$ cat src/verilog/irq_ctrl_pkg.sv
// constants for the interrupt controller: offsets, field positions, encodings
package irq_ctrl_pkg;
    // register byte addresses
    localparam logic [7:0] OFF_CTRL0 = 8'h00;
    localparam logic [7:0] OFF_CTRL1 = 8'h04;
    localparam logic [7:0] OFF_CTRL2 = 8'h08;
    localparam logic [7:0] OFF_GRP0 = 8'h0C;
    localparam logic [7:0] OFF_GRP1 = 8'h10;
    localparam logic [7:0] OFF_GRP2 = 8'h14;
    localparam logic [7:0] OFF_GRP3 = 8'h18;
    localparam logic [7:0] OFF_EDGE = 8'h1C;
    localparam logic [7:0] RESET_VAL = 8'h00;
    // implemented bits per register
    localparam logic [7:0] MASK_CTRL0 = 8'h7F;
    localparam logic [7:0] MASK_CTRL1 = 8'hFF;
    localparam logic [7:0] MASK_CTRL2 = 8'hFF;
    localparam logic [7:0] MASK_GRP0 = 8'h33;
    localparam logic [7:0] MASK_GRP1 = 8'hFF;
    localparam logic [7:0] MASK_GRP2 = 8'h77;
    localparam logic [7:0] MASK_GRP3 = 8'h33;
    localparam logic [7:0] MASK_EDGE = 8'h0F;
    // control zero fields
    localparam int B_GIE = 0;
    localparam int B_PA_EN = 1;
    localparam int B_PB_EN = 2;
    localparam int B_TK_EN = 3;
    localparam int B_PA_F = 4;
    localparam int B_PB_F = 5;
    localparam int B_TK_F = 6;
    // control one fields
    localparam int B_UR_EN = 0;
    localparam int B_G0_EN = 1;
    localparam int B_G1_EN = 2;
    localparam int B_AD_EN = 3;
    localparam int B_UR_F = 4;
    localparam int B_G0_F = 5;
    localparam int B_G1_F = 6;
    localparam int B_AD_F = 7;
    // control two fields
    localparam int B_G2_EN = 0;
    localparam int B_TB0_EN = 1;
    localparam int B_TB1_EN = 2;
    localparam int B_G3_EN = 3;
    localparam int B_G2_F = 4;
    localparam int B_TB0_F = 5;
    localparam int B_TB1_F = 6;
    localparam int B_G3_F = 7;
    // group fields: flag sits at enable position plus four
    localparam int B_FLAG_OFS = 4;
    localparam int B_MP = 0;
    localparam int B_MA = 1;
    localparam int B_STD_P = 2;
    localparam int B_STD_A = 3;
    localparam int B_SIM = 2;
    localparam int B_LV = 0;
    localparam int B_EE = 1;
    // edge select field positions and codes
    localparam int B_EDGE_A = 0;
    localparam int B_EDGE_B = 2;
    localparam logic [1:0] EDGE_OFF = 2'h0;
    localparam logic [1:0] EDGE_RISE = 2'h1;
    localparam logic [1:0] EDGE_FALL = 2'h2;
    localparam logic [1:0] EDGE_BOTH = 2'h3;
    // sources in vector (and priority) order
    localparam int NUM_SRC = 11;
    localparam int VEC_BASE = 4;
    localparam int VEC_STEP = 4;
    // bus responses
    localparam logic [1:0] RESP_OKAY = 2'h0;
    localparam logic [1:0] RESP_SLVERR = 2'h2;
endpackage
$ cat src/verilog/irq_controller.sv
// interrupt controller with axi4-lite register slave and cpu vector port
//
// The AXI4-Lite interface to the registers and the address map were decided locally.
`timescale 1ns/1ps
`default_nettype none
module irq_controller #(
    parameter int PC_W = 16,
    parameter int ADDR_W = 8
) (
    input wire logic aclk,
    input wire logic aresetn,
    // axi4-lite slave
    input wire logic [ADDR_W-1:0] awaddr,
    input wire logic [2:0] awprot,
    input wire logic awvalid,
    output logic awready,
    input wire logic [31:0] wdata,
    input wire logic [3:0] wstrb,
    input wire logic wvalid,
    output logic wready,
    output logic [1:0] bresp,
    output logic bvalid,
    input wire logic bready,
    input wire logic [ADDR_W-1:0] araddr,
    input wire logic [2:0] arprot,
    input wire logic arvalid,
    output logic arready,
    output logic [31:0] rdata,
    output logic [1:0] rresp,
    output logic rvalid,
    input wire logic rready,
    // external pins and their port setup
    input wire logic ext_pin_a,
    input wire logic ext_pin_b,
    input wire logic pin_a_func_sel,
    input wire logic pin_b_func_sel,
    input wire logic pin_a_dir_in,
    input wire logic pin_b_dir_in,
    // peripheral event pulses
    input wire logic touch_event,
    input wire logic serial_port_event,
    input wire logic converter_event,
    input wire logic timebase0_event,
    input wire logic timebase1_event,
    input wire logic compact0_match_a,
    input wire logic compact0_match_p,
    input wire logic compact1_match_a,
    input wire logic compact1_match_p,
    input wire logic standard_match_a,
    input wire logic standard_match_p,
    input wire logic periodic_match_a,
    input wire logic periodic_match_p,
    input wire logic serial_iface_event,
    input wire logic eeprom_write_event,
    input wire logic low_volt_event,
    // cpu sequencer side
    input wire logic irq_ready,
    input wire logic stack_full,
    input wire logic [PC_W-1:0] pc_next,
    input wire logic return_from_irq,
    input wire logic [PC_W-1:0] stack_top,
    input wire logic sleep_mode,
    output logic stack_push,
    output logic [PC_W-1:0] push_pc,
    output logic stack_pop,
    output logic pc_load,
    output logic [PC_W-1:0] pc_load_value,
    output logic wake_up
);

    typedef struct packed {
        logic [7:0] c0;
        logic [7:0] c1;
        logic [7:0] c2;
        logic [7:0] g0;
        logic [7:0] g1;
        logic [7:0] g2;
        logic [7:0] g3;
        logic [7:0] es;
        logic pa;
        logic pb;
        logic aw_hold;
        logic w_hold;
        logic [ADDR_W-1:0] aw_addr;
        logic [7:0] w_byte;
        logic w_lane;
        logic awready;
        logic wready;
        logic bvalid;
        logic [1:0] bresp;
        logic arready;
        logic rvalid;
        logic [1:0] rresp;
        logic [7:0] rdata;
        logic push;
        logic pop;
        logic load;
        logic wake;
        logic [PC_W-1:0] push_pc;
        logic [PC_W-1:0] load_pc;
    } state_type;

    state_type s_q;
    state_type s_d;

    // one-hot byte for a bit position
    function automatic logic [7:0] bit_of(input int pos);
        bit_of = 8'h01 << pos;
    endfunction

    // edge detector for one pin under its edge-select code
    function automatic logic edge_hit(input logic [1:0] sel, input logic prev, input logic cur);
        case (sel)
            irq_ctrl_pkg::EDGE_RISE: edge_hit = ~prev & cur;
            irq_ctrl_pkg::EDGE_FALL: edge_hit = prev & ~cur;
            irq_ctrl_pkg::EDGE_BOTH: edge_hit = prev ^ cur;
            default: edge_hit = 1'b0;
        endcase
    endfunction

    // register read decode: {hit, data}
    function automatic logic [8:0] reg_read(input logic [ADDR_W-1:0] a, input state_type s);
        case (8'(a))
            irq_ctrl_pkg::OFF_CTRL0: reg_read = {1'b1, s.c0};
            irq_ctrl_pkg::OFF_CTRL1: reg_read = {1'b1, s.c1};
            irq_ctrl_pkg::OFF_CTRL2: reg_read = {1'b1, s.c2};
            irq_ctrl_pkg::OFF_GRP0: reg_read = {1'b1, s.g0};
            irq_ctrl_pkg::OFF_GRP1: reg_read = {1'b1, s.g1};
            irq_ctrl_pkg::OFF_GRP2: reg_read = {1'b1, s.g2};
            irq_ctrl_pkg::OFF_GRP3: reg_read = {1'b1, s.g3};
            irq_ctrl_pkg::OFF_EDGE: reg_read = {1'b1, s.es};
            default: reg_read = 9'h000;
        endcase
    endfunction

    // next register value: write, then service clear, then hardware set wins
    function automatic logic [7:0] reg_next(input logic [7:0] cur, input logic wr, input logic [7:0] wv,
                                            input logic [7:0] clr, input logic [7:0] set,
                                            input logic [7:0] mask);
        reg_next = (((wr ? wv : cur) & ~clr) | set) & mask;
    endfunction

    // any enabled source flag newly raised inside a group
    function automatic logic group_hit(input logic [7:0] set, input logic [7:0] cur);
        group_hit = |(set[7:4] & cur[3:0]);
    endfunction

    localparam int NUM_W = irq_ctrl_pkg::NUM_SRC;

    logic pa_act;
    logic pb_act;
    logic pa_hit;
    logic pb_hit;
    logic [7:0] set0;
    logic [7:0] set1;
    logic [7:0] set2;
    logic [7:0] gs0;
    logic [7:0] gs1;
    logic [7:0] gs2;
    logic [7:0] gs3;
    logic [7:0] clr0;
    logic [7:0] clr1;
    logic [7:0] clr2;
    logic [NUM_W-1:0] flags;
    logic [NUM_W-1:0] enables;
    logic [NUM_W-1:0] pend;
    logic [NUM_W-1:0] win;
    logic [3:0] win_idx;
    logic take;
    logic wr_now;
    logic [8:0] wr_dec;
    logic [8:0] rd_dec;
    logic [7:0] wsel;

    // external pin qualification and edge detection
    always_comb begin
        pa_act = s_q.c0[irq_ctrl_pkg::B_PA_EN] & pin_a_func_sel & pin_a_dir_in;
        pb_act = s_q.c0[irq_ctrl_pkg::B_PB_EN] & pin_b_func_sel & pin_b_dir_in;
        pa_hit = pa_act & edge_hit(s_q.es[irq_ctrl_pkg::B_EDGE_A +: 2], s_q.pa, ext_pin_a);
        pb_hit = pb_act & edge_hit(s_q.es[irq_ctrl_pkg::B_EDGE_B +: 2], s_q.pb, ext_pin_b);
    end

    // hardware set vectors for every flag; pin flags need their pin enable, group flags an enabled group source
    always_comb begin
        gs0 = ({8{compact0_match_p}} & bit_of(irq_ctrl_pkg::B_MP + irq_ctrl_pkg::B_FLAG_OFS))
            | ({8{compact0_match_a}} & bit_of(irq_ctrl_pkg::B_MA + irq_ctrl_pkg::B_FLAG_OFS));
        gs1 = ({8{compact1_match_p}} & bit_of(irq_ctrl_pkg::B_MP + irq_ctrl_pkg::B_FLAG_OFS))
            | ({8{compact1_match_a}} & bit_of(irq_ctrl_pkg::B_MA + irq_ctrl_pkg::B_FLAG_OFS))
            | ({8{standard_match_p}} & bit_of(irq_ctrl_pkg::B_STD_P + irq_ctrl_pkg::B_FLAG_OFS))
            | ({8{standard_match_a}} & bit_of(irq_ctrl_pkg::B_STD_A + irq_ctrl_pkg::B_FLAG_OFS));
        gs2 = ({8{periodic_match_p}} & bit_of(irq_ctrl_pkg::B_MP + irq_ctrl_pkg::B_FLAG_OFS))
            | ({8{periodic_match_a}} & bit_of(irq_ctrl_pkg::B_MA + irq_ctrl_pkg::B_FLAG_OFS))
            | ({8{serial_iface_event}} & bit_of(irq_ctrl_pkg::B_SIM + irq_ctrl_pkg::B_FLAG_OFS));
        gs3 = ({8{low_volt_event}} & bit_of(irq_ctrl_pkg::B_LV + irq_ctrl_pkg::B_FLAG_OFS))
            | ({8{eeprom_write_event}} & bit_of(irq_ctrl_pkg::B_EE + irq_ctrl_pkg::B_FLAG_OFS));
        set0 = ({8{pa_hit}} & bit_of(irq_ctrl_pkg::B_PA_F))
             | ({8{pb_hit}} & bit_of(irq_ctrl_pkg::B_PB_F))
             | ({8{touch_event}} & bit_of(irq_ctrl_pkg::B_TK_F));
        set1 = ({8{serial_port_event}} & bit_of(irq_ctrl_pkg::B_UR_F))
             | ({8{group_hit(gs0, s_q.g0)}} & bit_of(irq_ctrl_pkg::B_G0_F))
             | ({8{group_hit(gs1, s_q.g1)}} & bit_of(irq_ctrl_pkg::B_G1_F))
             | ({8{converter_event}} & bit_of(irq_ctrl_pkg::B_AD_F));
        set2 = ({8{group_hit(gs2, s_q.g2)}} & bit_of(irq_ctrl_pkg::B_G2_F))
             | ({8{timebase0_event}} & bit_of(irq_ctrl_pkg::B_TB0_F))
             | ({8{timebase1_event}} & bit_of(irq_ctrl_pkg::B_TB1_F))
             | ({8{group_hit(gs3, s_q.g3)}} & bit_of(irq_ctrl_pkg::B_G3_F));
    end

    // flags and enables gathered in vector order
    always_comb begin
        // index 0 is pin a, index 10 is group three
        flags = {s_q.c2[irq_ctrl_pkg::B_G2_F +: 4],
                 s_q.c1[irq_ctrl_pkg::B_UR_F +: 4],
                 s_q.c0[irq_ctrl_pkg::B_PA_F +: 3]};
        // enables sit in the same order below the flags
        enables = {s_q.c2[irq_ctrl_pkg::B_G2_EN +: 4],
                   s_q.c1[irq_ctrl_pkg::B_UR_EN +: 4],
                   s_q.c0[irq_ctrl_pkg::B_PA_EN +: 3]};
        pend = flags & enables;
        // a pin with edge select disabled never vectors
        if (s_q.es[irq_ctrl_pkg::B_EDGE_A +: 2] == irq_ctrl_pkg::EDGE_OFF) begin
            pend[0] = 1'b0;
        end
        if (s_q.es[irq_ctrl_pkg::B_EDGE_B +: 2] == irq_ctrl_pkg::EDGE_OFF) begin
            pend[1] = 1'b0;
        end
    end

    // arbitration: lowest vector index wins
    always_comb begin
        win = '0;
        win_idx = 4'h0;
        for (int i = NUM_W - 1; i >= 0; i--) begin
            if (pend[i]) begin
                win = '0;
                win[i] = 1'b1;
                win_idx = 4'(i);
            end
        end
        take = s_q.c0[irq_ctrl_pkg::B_GIE] & ~stack_full & irq_ready & (|pend)
             & ~return_from_irq & ~s_q.load;
        if (!take) begin
            win = '0;
        end
    end

    // service clears: winner flag plus global enable
    always_comb begin
        clr0 = ({8{take}} & bit_of(irq_ctrl_pkg::B_GIE))
             | ({8{win[0]}} & bit_of(irq_ctrl_pkg::B_PA_F))
             | ({8{win[1]}} & bit_of(irq_ctrl_pkg::B_PB_F))
             | ({8{win[2]}} & bit_of(irq_ctrl_pkg::B_TK_F));
        clr1 = ({8{win[3]}} & bit_of(irq_ctrl_pkg::B_UR_F))
             | ({8{win[4]}} & bit_of(irq_ctrl_pkg::B_G0_F))
             | ({8{win[5]}} & bit_of(irq_ctrl_pkg::B_G1_F))
             | ({8{win[6]}} & bit_of(irq_ctrl_pkg::B_AD_F));
        clr2 = ({8{win[7]}} & bit_of(irq_ctrl_pkg::B_G2_F))
             | ({8{win[8]}} & bit_of(irq_ctrl_pkg::B_TB0_F))
             | ({8{win[9]}} & bit_of(irq_ctrl_pkg::B_TB1_F))
             | ({8{win[10]}} & bit_of(irq_ctrl_pkg::B_G3_F));
    end

    // bus write decode
    always_comb begin
        wr_now = s_q.aw_hold & s_q.w_hold & ~s_q.bvalid;
        wr_dec = reg_read(s_q.aw_addr, s_q);
        rd_dec = reg_read(araddr, s_q);
        wsel = '0;
        case (8'(s_q.aw_addr))
            irq_ctrl_pkg::OFF_CTRL0: wsel[0] = 1'b1;
            irq_ctrl_pkg::OFF_CTRL1: wsel[1] = 1'b1;
            irq_ctrl_pkg::OFF_CTRL2: wsel[2] = 1'b1;
            irq_ctrl_pkg::OFF_GRP0: wsel[3] = 1'b1;
            irq_ctrl_pkg::OFF_GRP1: wsel[4] = 1'b1;
            irq_ctrl_pkg::OFF_GRP2: wsel[5] = 1'b1;
            irq_ctrl_pkg::OFF_GRP3: wsel[6] = 1'b1;
            irq_ctrl_pkg::OFF_EDGE: wsel[7] = 1'b1;
            default: wsel = '0;
        endcase
        wsel = wsel & {8{wr_now & s_q.w_lane}};
    end

    // next state
    always_comb begin
        s_d = s_q;
        s_d.pa = ext_pin_a;
        s_d.pb = ext_pin_b;
        s_d.push = 1'b0;
        s_d.pop = 1'b0;
        s_d.load = 1'b0;
        // registers: write, service clear, then event set wins
        s_d.c0 = reg_next(s_q.c0, wsel[0], s_q.w_byte, clr0, set0, irq_ctrl_pkg::MASK_CTRL0);
        s_d.c1 = reg_next(s_q.c1, wsel[1], s_q.w_byte, clr1, set1, irq_ctrl_pkg::MASK_CTRL1);
        s_d.c2 = reg_next(s_q.c2, wsel[2], s_q.w_byte, clr2, set2, irq_ctrl_pkg::MASK_CTRL2);
        s_d.g0 = reg_next(s_q.g0, wsel[3], s_q.w_byte, 8'h00, gs0, irq_ctrl_pkg::MASK_GRP0);
        s_d.g1 = reg_next(s_q.g1, wsel[4], s_q.w_byte, 8'h00, gs1, irq_ctrl_pkg::MASK_GRP1);
        s_d.g2 = reg_next(s_q.g2, wsel[5], s_q.w_byte, 8'h00, gs2, irq_ctrl_pkg::MASK_GRP2);
        s_d.g3 = reg_next(s_q.g3, wsel[6], s_q.w_byte, 8'h00, gs3, irq_ctrl_pkg::MASK_GRP3);
        s_d.es = reg_next(s_q.es, wsel[7], s_q.w_byte, 8'h00, 8'h00, irq_ctrl_pkg::MASK_EDGE);
        // wake only on a flag that goes from clear to set by an event
        s_d.wake = sleep_mode & (|((set0 & ~s_q.c0) | (set1 & ~s_q.c1) | (set2 & ~s_q.c2)
                 | (gs0 & ~s_q.g0) | (gs1 & ~s_q.g1) | (gs2 & ~s_q.g2) | (gs3 & ~s_q.g3)));
        // vector entry and return
        if (return_from_irq) begin
            s_d.pop = 1'b1;
            s_d.load = 1'b1;
            s_d.load_pc = stack_top;
        end else if (take) begin
            s_d.push = 1'b1;
            s_d.push_pc = pc_next;
            s_d.load = 1'b1;
            s_d.load_pc = PC_W'(irq_ctrl_pkg::VEC_BASE + int'(win_idx) * irq_ctrl_pkg::VEC_STEP);
        end
        // write address and data channels, taken in either order
        if (awvalid && s_q.awready) begin
            s_d.aw_hold = 1'b1;
            s_d.aw_addr = awaddr;
        end
        if (wvalid && s_q.wready) begin
            s_d.w_hold = 1'b1;
            s_d.w_byte = wdata[7:0];
            s_d.w_lane = wstrb[0];
        end
        if (s_q.bvalid && bready) begin
            s_d.bvalid = 1'b0;
        end
        if (wr_now) begin
            s_d.aw_hold = 1'b0;
            s_d.w_hold = 1'b0;
            s_d.bvalid = 1'b1;
            s_d.bresp = wr_dec[8] ? irq_ctrl_pkg::RESP_OKAY : irq_ctrl_pkg::RESP_SLVERR;
        end
        s_d.awready = ~s_d.aw_hold & ~s_d.bvalid;
        s_d.wready = ~s_d.w_hold & ~s_d.bvalid;
        // read channel
        if (s_q.rvalid && rready) begin
            s_d.rvalid = 1'b0;
        end
        if (arvalid && s_q.arready) begin
            s_d.rvalid = 1'b1;
            s_d.rdata = rd_dec[7:0];
            s_d.rresp = rd_dec[8] ? irq_ctrl_pkg::RESP_OKAY : irq_ctrl_pkg::RESP_SLVERR;
        end
        s_d.arready = ~s_d.rvalid;
    end

    // state register
    always_ff @(posedge aclk) begin
        if (!aresetn) begin
            s_q <= '0;
            s_q.c0 <= irq_ctrl_pkg::RESET_VAL;
        end else begin
            s_q <= s_d;
        end
    end

    // outputs straight from the state flops
    assign awready = s_q.awready;
    assign wready = s_q.wready;
    assign bvalid = s_q.bvalid;
    assign bresp = s_q.bresp;
    assign arready = s_q.arready;
    assign rvalid = s_q.rvalid;
    assign rresp = s_q.rresp;
    assign rdata = {24'h000000, s_q.rdata};
    assign stack_push = s_q.push;
    assign push_pc = s_q.push_pc;
    assign stack_pop = s_q.pop;
    assign pc_load = s_q.load;
    assign pc_load_value = s_q.load_pc;
    assign wake_up = s_q.wake;

endmodule // irq_controller
`default_nettype wire

$ cat config.mk
export PLATFORM = sky130hd
export DESIGN_NAME = irq_controller
export DESIGN_NICKNAME = d
export VERILOG_FILES = /design/src/verilog/irq_ctrl_pkg.sv /design/src/verilog/irq_controller.sv
export SDC_FILE = /design/constraint.sdc
export NUM_CORES = 1
export LEC_CHECK = 0
export ABC_AREA = 1
export BUFFER_PORTS_ARGS = -buffer_cell sky130_fd_sc_hd__buf_2
export CORE_ASPECT_RATIO = 2
export CORE_MARGIN = 2
export CORE_UTILIZATION = 45
export DETAILED_ROUTE_END_ITERATION = 8
export PLACE_DENSITY = 0.83
export SYNTH_ARGS = -nofsm -noshare
export SYNTH_HDL_FRONTEND = slang
export SYNTH_SLANG_ARGS = --single-unit
$ cat constraint.sdc
create_clock -name aclk -period 1.45 [get_ports aclk]
set_clock_uncertainty 0.15 [all_clocks]
set_input_delay 0.0725 -clock aclk [delete_from_list [all_inputs] [get_ports aclk]]
set_output_delay 0.0725 -clock aclk [all_outputs]
set_load 0.1 [all_outputs]
==> Word-level counts from Yosys, hierarchy flattened <==
Cells that the tools add are included.
{ "word_totals": {"register_bits": 123, "latch_bits": 0, "ram_bits": 0, "mem_bits_ro": 0, "inputBits": 123, "out_inout_bits": 77, "elab_cells": 225, "mem_count": 0} }
{ "classes": {"addsub": 1, "mul": 0, "n_div": 0, "n_lt_le_gt_ge": 0, "n_eq_ne": 20, "n_shift": 0, "n_mux": 58, "bitwise_logic": 99, "n_reduce_logical": 18} }
{ "op_table": {"columns": ["operator", "n"], "rows": [
  ["one-hot mux 9 bit (8 select lines)", 2],
  ["2-to-1 mux 11 bit", 13],
  ["OR 8 bit", 9],
  ["== test 8 x 5 -> 1 bit, second input constant", 8],
  ["OR 5 x 6 -> 6 bit", 10],
  ["OR 6 x 7 -> 7 bit", 8],
  ["AND 8 bit", 6],
  ["2-to-1 mux 4 bit", 11],
  ["NOT 8 bit", 5],
  ["OR 7 x 8 -> 8 bit", 5],
  ["== test 8 x 4 -> 1 bit, second input constant", 4],
  ["2-to-1 mux 32 bit", 1],
  ["2-to-1 mux 8 bit", 3],
  ["AND 1 bit", 21],
  ["2-to-1 mux 1 bit", 17],
  ["AND 6 x 8 -> 8 bit", 2],
  ["AND 7 x 8 -> 8 bit", 2],
  ["== test 8 x 3 -> 1 bit, second input constant", 2],
  ["zero test 8 bit", 2],
  ["2-to-1 mux 16 bit", 1],
  ["NOT 6 -> 8 bit", 2],
  ["NOT 7 -> 8 bit", 2],
  ["OR reduction 4 bit", 4],
  ["2-to-1 mux 7 bit", 2],
  ["25 further kinds", 54]
]} }

==> Longest topological paths before layout <==
{ "depth": {"word_depth": 19, "ltp_mapped": 13, "ltp_nobuf": 13} }

==> Least setup slack after synthesis <==
OpenSTA, ideal clock, no wires.
{ "synth_timing": {"path_type": "flip-flop to flip-flop", "from": "register s_q (netlist bit arready)", "to": "register s_q (netlist bit arready)", "setup_time_ps": 128, "t_arrival_ps": 1849, "required_ps": 1172, "setup_slack_ps": -677, "stages_incl_launch_ff": 7, "n_path_buf": 1, "synth_period_minus_slack_ps": 2127, "cell_sequence": "dfxtp_1 -> nand2_1 -> inv_1 -> clkbuf_1 -> a21oi_1 -> inv_1 -> nor2_1"} }
{ "synth_via": {"elab_chain_cells": 3} }
{ "synth_rtl": {"columns": ["element", "line", "rtl"], "rows": [
  ["from (decl)", "irq_controller.sv:103", "state_type s_q;"],
  ["logical AND 1 bit", "irq_controller.sv:339", "if (arvalid && s_q.arready) begin"],
  ["2-to-1 mux 11 bit", "irq_controller.sv:339", null],
  ["NOT 1 bit", "irq_controller.sv:344", "s_d.arready = ~s_d.rvalid;"]
]} }
Every way passes these cells.
A chain may end at the register's enable or synchronous reset.

==> Final worst setup path <==
{ "layout_timing": {"from": "register s_q[82] (netlist bit)", "to": "register s_q (netlist bit wake_up)"} }
{ "layout_via": {"elab_chain_cells": 11, "word_cells_on_any_way": 13, "cone_classes": "11 x bitwise; 2 x reduce/logical"} }
{ "layout_rtl": {"columns": ["element", "line", "rtl"], "rows": [
  ["AND 2 x 4 -> 4 bit", "irq_controller.sv:145", "group_hit = |(set[7:4] & cur[3:0]);"],
  ["OR reduction 4 bit", "irq_controller.sv:145", null],
  ["OR 7 x 8 -> 8 bit", "irq_controller.sv:206", "| ({8{group_hit(gs3, s_q.g3)}} & bit_of(irq_ctrl_pkg::B_G3_F));"],
  ["AND 8 bit", "irq_controller.sv:301", "s_d.wake = sleep_mode & (|((set0 & ~s_q.c0) | (set1 & ~s_q.c1) | (set2 & ~s_q.c2)"],
  ["OR 8 bit", "irq_controller.sv:301", null],
  ["OR 8 bit (3 in a row)", "irq_controller.sv:302", "| (gs0 & ~s_q.g0) | (gs1 & ~s_q.g1) | (gs2 & ~s_q.g2) | (gs3 & ~s_q.g3)));"],
  ["OR 8 bit *", "irq_controller.sv:302", null],
  ["OR reduction 8 bit *", "irq_controller.sv:301", null],
  ["AND 1 bit *", "irq_controller.sv:301", null]
]} }
Mark *: on every way between the ends. The rest lies on a longest branch, timed or not.

==> run metrics <==
Crit Path Class reg2reg; P_leak 4.72 nW; mapped cell area 6200 um2; CP startpoint kind register; antenna viol nets, final 0; share of synthesized flip-flops with an asynchronous set or reset 0%; GRT overflow 0; layout cells sized above 1 40.4%; Sink Count 121; met3 WL 2590 um; Worst-Skew Late Latency 0.43 ns; Yosys cell types 33; Final setup viols 84; failing checks design-rule violations, negative setup slack; Avg Vias per Cell 5.79; synth top area cells dfxtp_1 39%, nand2_1 13%, buf_4 8.6%, nand3_1 7.1%, o21ai_0 6.2%; Slew @ Worst Pin 0.525 ns; count leader, synth nand2_1; Final Net Count 1325; Power Dens Cells 958 nW/um2; wire length on met2 13500 um; ys flop type dfxtp_1; Detail Placement HPWL 14300 um; Post-synth EDFFs 0; Root Buffer clkbuf_16; top sig layer met4; Setup crit end kind register; die width 87.0 um; Max Slew Vio Count 0; clock transition at the registers of the reported paths 0.06 ns; Max Cap Violations 0; Yosys reg bits 121; routability cong. 1.03; io pins 200; Highest Clock Rate 504 MHz; period utilization 137%; placed inst area 7390 um2; PortBufs 140; CTS tree yes; min cycle time layout 1.98 ns; synthesized area per cell 6.92 um2; diode count 0; post-synthesis sequential area ratio 39.1%; clock buffer depth 2; Total Neg Setup Slack -19.87 ns; cells after synthesis 896; Wirelength per Cell 20.3 um; status finished, violations left; DIE HEIGHT 170 um; maximum VDD drop 0.00106 V; slew margin rel. 65.0%; CP Max Fanout 2; initial antenna violation count 0; Layout Utilization 73.4%; Pwr Total 9.45 mW; TritonRoute pass-1 iters 8; H-tree depth 4; Final Routed Wirelength 27700 um; Syn-to-layout area delta 59.1%; finished layout cell area 9860 um2; Critical Path AT 2.20 ns; share of Yosys cell area claimed by the top area cell type 39.1%; 1st-iter DRT viols 927; row count 60; WL met1 8820 um; vias 7903; vias in the first global route 7506; Num CTS Buffers 17; all-layer global routing usage 32.2%; Hold/Removal Path Class in2reg; largest net degree at the start of global routing 48; RSZ-0062 raised after global routing yes; Hold Violations, Final 0; first-pass GRT wire length 36800 um; Setup WS post-layout -0.533 ns; YS warnings 0; residual DRC count 1; Initial Util 46.1%; Die ar. 14800 um2; WP data required 1.67 ns; core area 13400 um2; Yosys top cell by area dfxtp_1; most instantiated cells after synthesis 217 x nand2_1, 121 x dfxtp_1, 91 x inv_1
area by class of cell:
class / count / area [um2]
clock buffer: 20 / 468
multi-input combinational: 613 / 3550
inverter: 93 / 392
timing repair buffer: 351 / 2680
fill: 825 / 3580
sequential: 121 / 2470
tap: 155 / 194
clock inverter: 12 / 97.6
registers in the layout, indices dropped and copies added, names as in the netlist:
name,count
arready,1
awready,1
bresp,1
bvalid,1
enables,11
flags,11
pc_load,1
pc_load_value,16
push_pc,16
rdata,8
rresp,1
rvalid,1
s_q,48
stack_pop,1
stack_push,1
wake_up,1
wready,1
per-layer routing:
layer / track usage, % / vias to the layer above
li1: - / 3434
met1: 31.5 / 3546
met2: 55.1 / 666
met3: 7.32 / 257
met4: 27.6 / 0
met5: 0 / -
final timing paths:
path	startpoint	to	slack, ns	depth (start not counted)
min	return_from_irq	pc_load_value[0]	0.08	4
min reg2reg	rdata[6]	rdata[6]	0.31	2
max	s_q[82]	wake_up	-0.53	9
max reg2reg	s_q[82]	wake_up	-0.53	9
metrics by stage:
step / hold slack [ns] / setup slack (ns) / cells
after floorplan: 0.0160 / -0.141 / 921
after global placement: 0.109 / -0.231 / 1220
after detailed placement: 0.115 / -0.222 / 1220
after CTS: 0.0552 / -0.182 / 1354
after global routing: 0.125 / -0.549 / 1365
final: 0.0819 / -0.533 / 1365
logic make-up (layout without fill, tap and decap cells):
family	after synthesis	in the layout	share of synthesized area [%]
compound gates	164	164	14.6
xor+xnor	1	1	0.141
fa+ha+maj	5	5	1.01
buf+inv	190	476	16.3
flops	121	121	39.1
other cells	1	26	0.0605
simple gates	414	417	28.8
worst max-delay path, cell delays in order, from the launching register on:
cell and delay, ns:
dfxtp_1 0.35, inv_1 0.08, o21ai_1 0.38, inv_1 0.22, o21ai_1 0.27, nor2_1 0.10
buf_4 0.17, nand3_4 0.07, nor2_4 0.05, nor2_1 0.10
placed cells by master (no fill, tap or decap), types with 9 or more instances in the layout:
cell	instances
a21oi_1	40
a21oi_2	14
buf_2	134
buf_4	104
buf_6	17
clkbuf_16	19
conb_1	26
dfxtp_1	96
dfxtp_2	17
dlygate4sd3_1	82
inv_1	77
nand2_1	171
nand2_2	32
nand2_4	12
nand3_1	75
nand3_2	10
nand4_1	9
nor2_1	59
nor2_2	9
nor2_4	23
o21ai_0	31
o21ai_1	28
o21ai_2	26
where the power goes:
part,internal [mW],total [mW],switching (mW)
Combinational,0.555,1.81,1.25
Sequential,3.44,3.55,0.102
Clock,2.48,4.10,1.61
Total,6.48,9.45,2.97
repair_timing:
action / CTS / global route
gates cloned: 3 / 1
setup endpoints to repair: 82 / 97
buffers inserted: 16 / 11
pin swaps: 40 / 45
hold buffers: 83 / 0
resized for setup: 138 / 131
hold endpoints to repair: 96 / 0
Power figures use the tool's default switching activity.
